$ cat src/design/gpx_defs.vh
// Register offsets, field values and reset values of the GPIO port
`ifndef GPX_DEFS_VH
`define GPX_DEFS_VH
`define GPX_OFF_LATCH     12'h000
`define GPX_OFF_DIR       12'h004
`define GPX_OFF_OPT       12'h008
`define GPX_OFF_SENSE     12'h00C
`define GPX_OFF_STATUS    12'h010
`define GPX_NPINS         8
`define GPX_RST_BYTE      8'h00
`define GPX_RST_SENSE     2'h0
`define GPX_SENS_FALL_LOW 2'h0
`define GPX_SENS_RISE     2'h1
`define GPX_SENS_FALL     2'h2
`define GPX_SENS_BOTH     2'h3
`define GPX_RESP_OKAY     2'h0
`define GPX_RESP_SLVERR   2'h2
`endif

$ cat src/design/gpx_port.v
// Eight-pin GPIO port with alternate functions and NAND external interrupt
`timescale 1ns/100ps
`include "gpx_defs.vh"
//
// Contract
// - Eight independently configurable pins
// - Register bit X controls pin X
// - Input pins read back pin level
// - Latch writes leave input pins alone
// - Option bit selects input variant
// - Interrupt pins request external interrupt
// - Sensitivity held in separate control register
// - Enabled pins NANDed before detection
// - Request latch clears on vector fetch
// - Sensitivity write clears pending request
// - Output pins driven from latch, read latch
// - Option selects push-pull or open-drain
// - Alternate function overrides normal settings
// - Peripheral output forces output mode
// - Peripheral input pin stays readable
// - Direction bit: zero input, one output
// - Option zero floating, or open-drain
// - All registers reset to zero
// - Alternate output level read when input
module gpx_port (
  input  wire        clock_in,      // System clock, 20 MHz
  input  wire        sys_rst_in,    // Async reset, active high
  input  wire [11:0] s_axi_awaddr,  // Write address
  input  wire        s_axi_awvalid, // Write address valid
  output reg         s_axi_awready, // Write address ready
  input  wire [31:0] s_axi_wdata,   // Write data
  input  wire [3:0]  s_axi_wstrb,   // Write byte strobes
  input  wire        s_axi_wvalid,  // Write data valid
  output reg         s_axi_wready,  // Write data ready
  output reg  [1:0]  s_axi_bresp,   // Write response
  output reg         s_axi_bvalid,  // Write response valid
  input  wire        s_axi_bready,  // Write response ready
  input  wire [11:0] s_axi_araddr,  // Read address
  input  wire        s_axi_arvalid, // Read address valid
  output reg         s_axi_arready, // Read address ready
  output reg  [31:0] s_axi_rdata,   // Read data
  output reg  [1:0]  s_axi_rresp,   // Read response
  output reg         s_axi_rvalid,  // Read data valid
  input  wire        s_axi_rready,  // Read data ready
  input  wire [7:0]  pin_in,        // Pad levels
  output reg  [7:0]  pin_out,       // Pad drive value
  output reg  [7:0]  pin_oe_out,    // Pad drive enable, high drives
  output reg  [7:0]  pin_pullup_out,// Pull-up enable
  input  wire [7:0]  alt_en_in,     // Peripheral owns pin
  input  wire [7:0]  alt_out_en_in, // Peripheral drives pin
  input  wire [7:0]  alt_data_in,   // Peripheral output level
  input  wire [7:0]  alt_od_in,     // Peripheral wants open-drain
  output reg  [7:0]  alt_pin_out,   // Pin level to peripherals
  input  wire [7:0]  irq_group_in,  // Pins on this vector
  input  wire        vector_fetch_in, // Vector fetched pulse
  output reg         ext_irq_out    // External interrupt request
);
  //////////////////////////////////////////////////////////////////////////////
  // Register state
  // Software-visible bytes, the interrupt source history and the two
  // halves of a write that may arrive in separate cycles
  reg [7:0] latch_reg;
  reg [7:0] dir_reg;
  reg [7:0] opt_reg;
  reg [1:0] sense_reg;
  reg       pend_reg;
  reg       nand_prev_reg;
  reg       aw_hold_reg;
  reg       w_hold_reg;
  reg [11:0] awaddr_reg;
  reg [31:0] wdata_reg;
  reg [3:0]  wstrb_reg;
  wire [7:0] pin_sync;

  // Pin levels enter through two flops
  // Costs two cycles of latency on every read and interrupt path, but no
  // logic ever sees a pad level that may still be settling
  gpx_sync u_sync (
    .clock_in   (clock_in),
    .sys_rst_in (sys_rst_in),
    .async_in   (pin_in),
    .sync_out   (pin_sync)
  );

  //////////////////////////////////////////////////////////////////////////////
  // Per-pin configuration decode
  reg [7:0] drive_en;
  reg [7:0] drive_val;
  reg [7:0] pull_en;
  reg [7:0] irq_en;
  reg [7:0] read_val;
  integer i;
  // A driving peripheral wins over direction, option and latch on the pads; the read value still follows direction
  // Open-drain high turns the driver off; the pin level then comes from the
  // board, so a missing external pull-up leaves it undefined.
  // A pin owned by a peripheral never joins the interrupt NAND, which
  // avoids spurious requests from the peripheral's own traffic.
  always @* begin
    drive_en  = 8'h00;
    drive_val = 8'h00;
    pull_en   = 8'h00;
    irq_en    = 8'h00;
    read_val  = 8'h00;
    for (i = 0; i < `GPX_NPINS; i = i + 1) begin
      if (alt_en_in[i] && alt_out_en_in[i]) begin
        drive_val[i] = alt_data_in[i];
        drive_en[i]  = alt_od_in[i] ? ~alt_data_in[i] : 1'b1;
        read_val[i]  = dir_reg[i] ? latch_reg[i] : alt_data_in[i];
      end else if (dir_reg[i]) begin
        drive_val[i] = latch_reg[i];
        drive_en[i]  = opt_reg[i] ? 1'b1 : ~latch_reg[i];
        read_val[i]  = latch_reg[i];
      end else begin
        read_val[i]  = pin_sync[i];
        pull_en[i]   = opt_reg[i];
        irq_en[i]    = opt_reg[i] & ~alt_en_in[i] & irq_group_in[i];
      end
    end
  end

  //////////////////////////////////////////////////////////////////////////////
  // External interrupt detection
  // NAND of enabled pins; disabled pins held high so they do not mask
  // Limitation: one low pin freezes the NAND high and hides every other
  // pin of the vector. Changing enables or direction can itself make an
  // edge here, so software should reconfigure before arming the vector.
  wire nand_src = ~&(pin_sync | ~irq_en);
  wire any_en   = |irq_en;
  reg  event_hit;
  always @* begin
    case (sense_reg)
      `GPX_SENS_FALL_LOW: event_hit = any_en & ~nand_src;
      `GPX_SENS_RISE:     event_hit = any_en & nand_src & ~nand_prev_reg;
      `GPX_SENS_FALL:     event_hit = any_en & ~nand_src & nand_prev_reg;
      `GPX_SENS_BOTH:     event_hit = any_en & (nand_src ^ nand_prev_reg);
      default:            event_hit = 1'b0;
    endcase
  end

  //////////////////////////////////////////////////////////////////////////////
  // AXI4-Lite write path
  // Address and data land in holding registers in either order.
  // Each ready is a one-cycle pulse raised only after its valid is seen,
  // so a master that holds valid until ready always completes.
  // The register update and the response wait for the later half.
  // No new half is taken while a response is outstanding, which keeps
  // one write in flight at most and lets the holds clear safely.
  // Holding registers clear in the same edge that raises the response.
  // Only byte lane 0 carries register bits; upper lanes are ignored.
  // A write to an unmapped offset changes nothing and answers an error.

  // Known address check, used on both paths
  function mapped;
    input [11:0] a;
    begin
      mapped = (a == `GPX_OFF_LATCH) || (a == `GPX_OFF_DIR) ||
               (a == `GPX_OFF_OPT) || (a == `GPX_OFF_SENSE) ||
               (a == `GPX_OFF_STATUS);
    end
  endfunction

  // Zero-extend a register byte to a bus word, used by several reads
  function [31:0] byte_word;
    input [7:0] b;
    begin
      byte_word = {24'h000000, b};
    end
  endfunction

  // Handshake: take address and data in either order, answer once both held
  always @(posedge clock_in or posedge sys_rst_in) begin
    if (sys_rst_in) begin
      aw_hold_reg   <= 1'b0;
      w_hold_reg    <= 1'b0;
      awaddr_reg    <= 12'h000;
      wdata_reg     <= 32'h00000000;
      wstrb_reg     <= 4'h0;
      s_axi_awready <= 1'b0;
      s_axi_wready  <= 1'b0;
      s_axi_bvalid  <= 1'b0;
      s_axi_bresp   <= `GPX_RESP_OKAY;
    end else begin
      // Ready pulses once per offered half, never while that half is held
      s_axi_awready <= s_axi_awvalid & ~aw_hold_reg & ~s_axi_awready & ~s_axi_bvalid;
      s_axi_wready  <= s_axi_wvalid & ~w_hold_reg & ~s_axi_wready & ~s_axi_bvalid;
      if (s_axi_awvalid && s_axi_awready) begin
        awaddr_reg  <= s_axi_awaddr;
        aw_hold_reg <= 1'b1;
      end
      if (s_axi_wvalid && s_axi_wready) begin
        wdata_reg  <= s_axi_wdata;
        wstrb_reg  <= s_axi_wstrb;
        w_hold_reg <= 1'b1;
      end
      if (aw_hold_reg && w_hold_reg && !s_axi_bvalid) begin
        aw_hold_reg  <= 1'b0;
        w_hold_reg   <= 1'b0;
        s_axi_bvalid <= 1'b1;
        s_axi_bresp  <= mapped(awaddr_reg) ? `GPX_RESP_OKAY : `GPX_RESP_SLVERR;
      end else if (s_axi_bvalid && s_axi_bready) begin
        s_axi_bvalid <= 1'b0;
      end
    end
  end

  // Register writes happen when the held pair completes
  // The latch byte is stored whatever the direction, so the level is
  // already right when a pin turns into an output. Writes without
  // byte lane 0 change nothing but still get an answer.
  wire commit = aw_hold_reg & w_hold_reg & ~s_axi_bvalid & wstrb_reg[0];
  wire sense_commit = commit && (awaddr_reg == `GPX_OFF_SENSE);
  always @(posedge clock_in or posedge sys_rst_in) begin
    if (sys_rst_in) begin
      latch_reg <= `GPX_RST_BYTE;
      dir_reg   <= `GPX_RST_BYTE;
      opt_reg   <= `GPX_RST_BYTE;
      sense_reg <= `GPX_RST_SENSE;
    end else if (commit) begin
      case (awaddr_reg)
        `GPX_OFF_LATCH: latch_reg <= wdata_reg[7:0];
        `GPX_OFF_DIR:   dir_reg   <= wdata_reg[7:0];
        `GPX_OFF_OPT:   opt_reg   <= wdata_reg[7:0];
        `GPX_OFF_SENSE: sense_reg <= wdata_reg[1:0];
        default: ;
      endcase
    end
  end

  //////////////////////////////////////////////////////////////////////////////
  // Pending request latch; a new event wins over a vector fetch
  // A sensitivity write is the software cancel path, so it beats a
  // coincident event. In level mode the latch sets again on every cycle
  // the condition holds, so a fetch only sticks once the source is gone.
  // The latch has no register address; software sees it only through
  // the request line.
  always @(posedge clock_in or posedge sys_rst_in) begin
    if (sys_rst_in) begin
      pend_reg      <= 1'b0;
      nand_prev_reg <= 1'b0;
      ext_irq_out   <= 1'b0;
    end else begin
      nand_prev_reg <= nand_src;
      if (event_hit && !sense_commit)
        pend_reg <= 1'b1;
      else if (vector_fetch_in || sense_commit)
        pend_reg <= 1'b0;
      ext_irq_out <= (event_hit && !sense_commit) |
                     (pend_reg & ~vector_fetch_in & ~sense_commit);
    end
  end

  //////////////////////////////////////////////////////////////////////////////
  // AXI4-Lite read path, one cycle after address taken
  // Ready pulses only after valid is seen, so read data is captured while
  // the address still stands; unmapped offsets answer an error and zero.
  // Status shows the raw NAND source and pins, never the pending latch.
  always @(posedge clock_in or posedge sys_rst_in) begin
    if (sys_rst_in) begin
      s_axi_arready <= 1'b0;
      s_axi_rvalid  <= 1'b0;
      s_axi_rdata   <= 32'h00000000;
      s_axi_rresp   <= `GPX_RESP_OKAY;
    end else begin
      s_axi_arready <= ~s_axi_arready & ~s_axi_rvalid & s_axi_arvalid;
      if (s_axi_arvalid && s_axi_arready) begin
        s_axi_rvalid <= 1'b1;
        s_axi_rresp  <= mapped(s_axi_araddr) ? `GPX_RESP_OKAY : `GPX_RESP_SLVERR;
        case (s_axi_araddr)
          `GPX_OFF_LATCH:  s_axi_rdata <= byte_word(read_val);
          `GPX_OFF_DIR:    s_axi_rdata <= byte_word(dir_reg);
          `GPX_OFF_OPT:    s_axi_rdata <= byte_word(opt_reg);
          `GPX_OFF_SENSE:  s_axi_rdata <= {30'h0, sense_reg};
          `GPX_OFF_STATUS: s_axi_rdata <= {23'h0, nand_src, pin_sync};
          default:         s_axi_rdata <= 32'h00000000;
        endcase
      end else if (s_axi_rvalid && s_axi_rready) begin
        s_axi_rvalid <= 1'b0;
      end
    end
  end

  //////////////////////////////////////////////////////////////////////////////
  // Registered pad and peripheral outputs
  // Every pad control lags its register by one cycle; traded for outputs
  // that come straight from flops with no decode glitches on the pads
  always @(posedge clock_in or posedge sys_rst_in) begin
    if (sys_rst_in) begin
      pin_out        <= 8'h00;
      pin_oe_out     <= 8'h00;
      pin_pullup_out <= 8'h00;
      alt_pin_out    <= 8'h00;
    end else begin
      pin_out        <= drive_val;
      pin_oe_out     <= drive_en;
      pin_pullup_out <= pull_en;
      // Output-mode pins not driven by a peripheral give peripherals the latch value
      alt_pin_out    <= (dir_reg & ~alt_out_en_in & latch_reg) |
                        (~(dir_reg & ~alt_out_en_in) & pin_sync);
    end
  end
endmodule // gpx_port

$ cat src/design/gpx_sync.v
// Two-flop synchroniser for the pin levels
`timescale 1ns/100ps
`include "gpx_defs.vh"
module gpx_sync (
  input  wire       clock_in,   // System clock
  input  wire       sys_rst_in, // Async reset, active high
  input  wire [7:0] async_in,   // Raw pin levels
  output reg  [7:0] sync_out    // Synchronised levels
);
  reg [7:0] meta_reg;
  // First stage feeds only the second
  always @(posedge clock_in or posedge sys_rst_in) begin
    if (sys_rst_in) begin
      meta_reg <= 8'h00;
      sync_out <= 8'h00;
    end else begin
      meta_reg <= async_in;
      sync_out <= meta_reg;
    end
  end
endmodule // gpx_sync

$ cat config.mk
export PLATFORM = sky130hd
export DESIGN_NAME = gpx_port
export DESIGN_NICKNAME = d
export VERILOG_FILES = /design/src/design/gpx_port.v /design/src/design/gpx_sync.v
export VERILOG_INCLUDE_DIRS = /design/src /design/src/design
export SDC_FILE = /design/constraint.sdc
export NUM_CORES = 1
export LEC_CHECK = 0
export BUFFER_PORTS_ARGS = -buffer_cell sky130_fd_sc_hd__clkbuf_2
export CAP_MARGIN = 25
export CORE_MARGIN = 3
export CORE_UTILIZATION = 35
export DETAILED_ROUTE_END_ITERATION = 8
export GPL_TIMING_DRIVEN = 0
export SYNTH_ARGS = -nofsm -noshare
export SYNTH_HDL_FRONTEND = slang
export SYNTH_SLANG_ARGS = --single-unit
$ cat constraint.sdc
create_clock -name clock_in -period 7.94 [get_ports clock_in]
set_input_delay 1.588 -clock clock_in [delete_from_list [all_inputs] [get_ports clock_in]]
set_output_delay 1.588 -clock clock_in [all_outputs]
set_load 0.02 [all_outputs]
==> out/metrics.yaml <==
status: "finished clean"
cts.clk_slew.worst_paths_ns: 0.05
place_ws_ns: 4.14
gp_congestion: 0.771
grt_max_degree: 71
cts_buffer_depth: 2
reg2reg_from: "awaddr_reg[6]$_DFFE_PP0P_"
total_power_mw: 1.81
fin_tns_setup_ns: 0
grt_overflow: 0
netlist.area_leader.share: 0.575
rsz0062_at_grt: "false"
die_w_um: 126
cts_root_buf: "clkbuf_16"
syn_to_final_growth_pct: 32.5
die_height_um: 126
grt_pass1_vias: 3727
crit_type: "in2reg"
n_fill_cell: 1314
hpwl_mm: 9.12
drc: 0
post-cts-setup-buffers: 0
async_flop_share: 1.00
maxCapViolations: 0
critPathBufInv: 1
cp.arrival_ns: 3.77
startpoint_type: "input pin"
cts_tree: "done"
grt_pass1_wl_mm: 19.4
r2r_end: "dir_reg[4]$_DFFE_PP0P_"
p_leak_nw: 3.31
critPathMaxStageDelay_ns: 0.70
ctsResizeCount: 0
port-buffer-count: 136
rows: 43
wl_per_cell_um: 15.7
p_per_area_nw_per_um2: 271
routed_wl_mm: 12.5
num_vias: 3796
n_antenna_cell: 0
routed_via_density: 4.79
initial_core_util: 0.361
finalHoldViolations: 0
worstHoldEndpoint: "u_sync.sync_out[1]$_DFF_PP0_"
core_area_um2: 14000
setup_ws_ns: 4.50
r2r_setup_slack_ns: 5.40
synth_common_cells: "dfrtp_1 (116), mux2_2 (51), nand2_1 (35)"
worst_slew_pin_slew_ns: 0.781
ant_nets: 0
path_cells: "clkbuf_2 > or4_1 > nor4_1 > nor2b_1 > a22oi_1 > a21oi_1"
dpl.cell_count: 760
critPathTopFamily: "simple AND/OR/NAND/NOR gates"
final_nets: 715
ys_warn_count: 0
min_period_ns: 3.44
ys.flop_type: "dfrtp_1"
fin_worst_skew_ns: 0.00726
dr.pass1.iters: 4
synth-seq-cells: 116
io_pins: 190
clk_latency_ns: 0.41
path_max_fanout: 6
first_iter_violations: 215
finalSetupViolCount: 0
max_freq_mhz: 291
finalCritPeriodShare: 0.433
synthCells: 419
maxSlewHeadroom: 0.478
synthTopCellsByArea: "dfrtp_1 (58%), mux2_2 (11%), buf_4 (3.7%), nand2_1 (2.6%), a21oi_1 (2.3%)"
clkSinkCount: 116
dieArea_um2: 15900
reg2reg_depth: 5
required_ns: 8.27
cp_num_cells: 6
final_util: 0.478
ir_drop_mv: 0.193
seq_area_frac_synth: 0.575
antenna_found_initial: 0
hold_depth: 0
fin_cells: 792
syn_area_um2: 5040
largest_reg_flops: 12
regArea_um2: 2900
slew_violations: 0
holdCritStartpoint: "u_sync.meta_reg[1]$_DFF_PP0_"
grt_use_total: 0.159
hold_buffers: 0
crit_path_start: "s_axi_araddr[11]"
yosysMostFrequentCell: "dfrtp_1"
multi_input_area_um2: 1980
drive_above_1_share: 0.428
synth_edf_count: 0
synth.distinct_cells: 44
cts_buffers: 17
hold_path_class: "reg2reg"
synth_top_area_cell: "dfrtp_1"
cp-end-kind: "flop"
syn_avg_cell_area_um2: 12.0
slowest_stage: "nor2b_1"
htreeDepth: 4
[worst max-delay path by stage]
stage,slack (ns),to
6_report,4.50,s_axi_rdata[5]$_DFFE_PP0P_
3_5_place_dp,4.14,s_axi_rdata[5]$_DFFE_PP0P_
2_1_floorplan,3.28,alt_pin_out[0]$_DFF_PP0_
4_1_cts,4.55,s_axi_rdata[5]$_DFFE_PP0P_
3_3_place_gp,1.97,pin_oe_out[7]$_DFF_PP0_
5_1_grt,4.37,s_axi_rdata[2]$_DFFE_PP0P_
[per-layer routing]
| layer | vias to the layer above | routed length [um] | track usage |
|---|---|---|---|
| met4 | 0 | 191 | 0.0618 |
| met1 | 1801 | 5340 | 0.201 |
| met2 | 145 | 5890 | 0.251 |
| li1 | 1833 | - | - |
| met3 | 17 | 1040 | 0.0573 |
| met5 | - | 0 | 0 |
[through the flow]
step	cell area [um2]	hold slack, ns
6_report	6680	0.345
5_1_grt	6680	0.355
4_1_cts	6680	0.348
3_5_place_dp	6070	0.335
3_3_place_gp	6040	0.334
2_1_floorplan	5130	0.331
[cell families (layout without fill, tap and decap cells)]
logic type             count (synthesis)  after routing  synth area share
buffers and inverters                 41            210            0.0494
AND/OR/NAND/NOR                      125            125             0.153
multiplexers                          52             52             0.116
flip-flops                           116            116             0.575
AO/OA/AOI/OAI                         84             84             0.106
other                                  1             25          0.000743
[power breakdown]
part	internal, mW	switching, mW
combinational	0.131	0.140
clock	0.507	0.267
sequential	0.686	0.0781
[cells in the final DEF (no fill, tap or decap), types with 3 or more instances in the layout]
cell type	netlist	final
clkbuf_2	0	136
dfrtp_1	116	116
mux2_2	51	51
nand2_1	35	35
buf_4	25	25
conb_1	1	25
a21oi_1	23	23
o21ai_0	17	17
clkbuf_16	0	17
nor2_1	14	14
nand3_1	14	14
o31ai_1	12	12
nand2b_1	11	11
inv_1	10	9
or4bb_1	8	8
a21boi_0	8	8
clkinvlp_4	0	7
a31o_2	6	6
and3b_1	6	6
a22oi_1	6	6
o22ai_1	4	4
nor2b_1	4	4
nor3b_1	3	3
nor4_1	3	3
nand4_1	3	3
and2_0	3	3
and2_1	3	3
clkbuf_1	3	3
a31oi_1	3	3
clkinv_2	0	3
bufinv_16	0	3
[layout make-up]
type	count	area share
plain buffers	31	0.0316
clock buffers	19	0.0678
clock inverters	13	0.0236
inverters	10	0.00636
multi-input cells	286	0.297
flip-flops and latches	116	0.434
well taps	180	0.0337
repair buffers	137	0.106
Note: power is estimated with default switching activity, not from simulation.
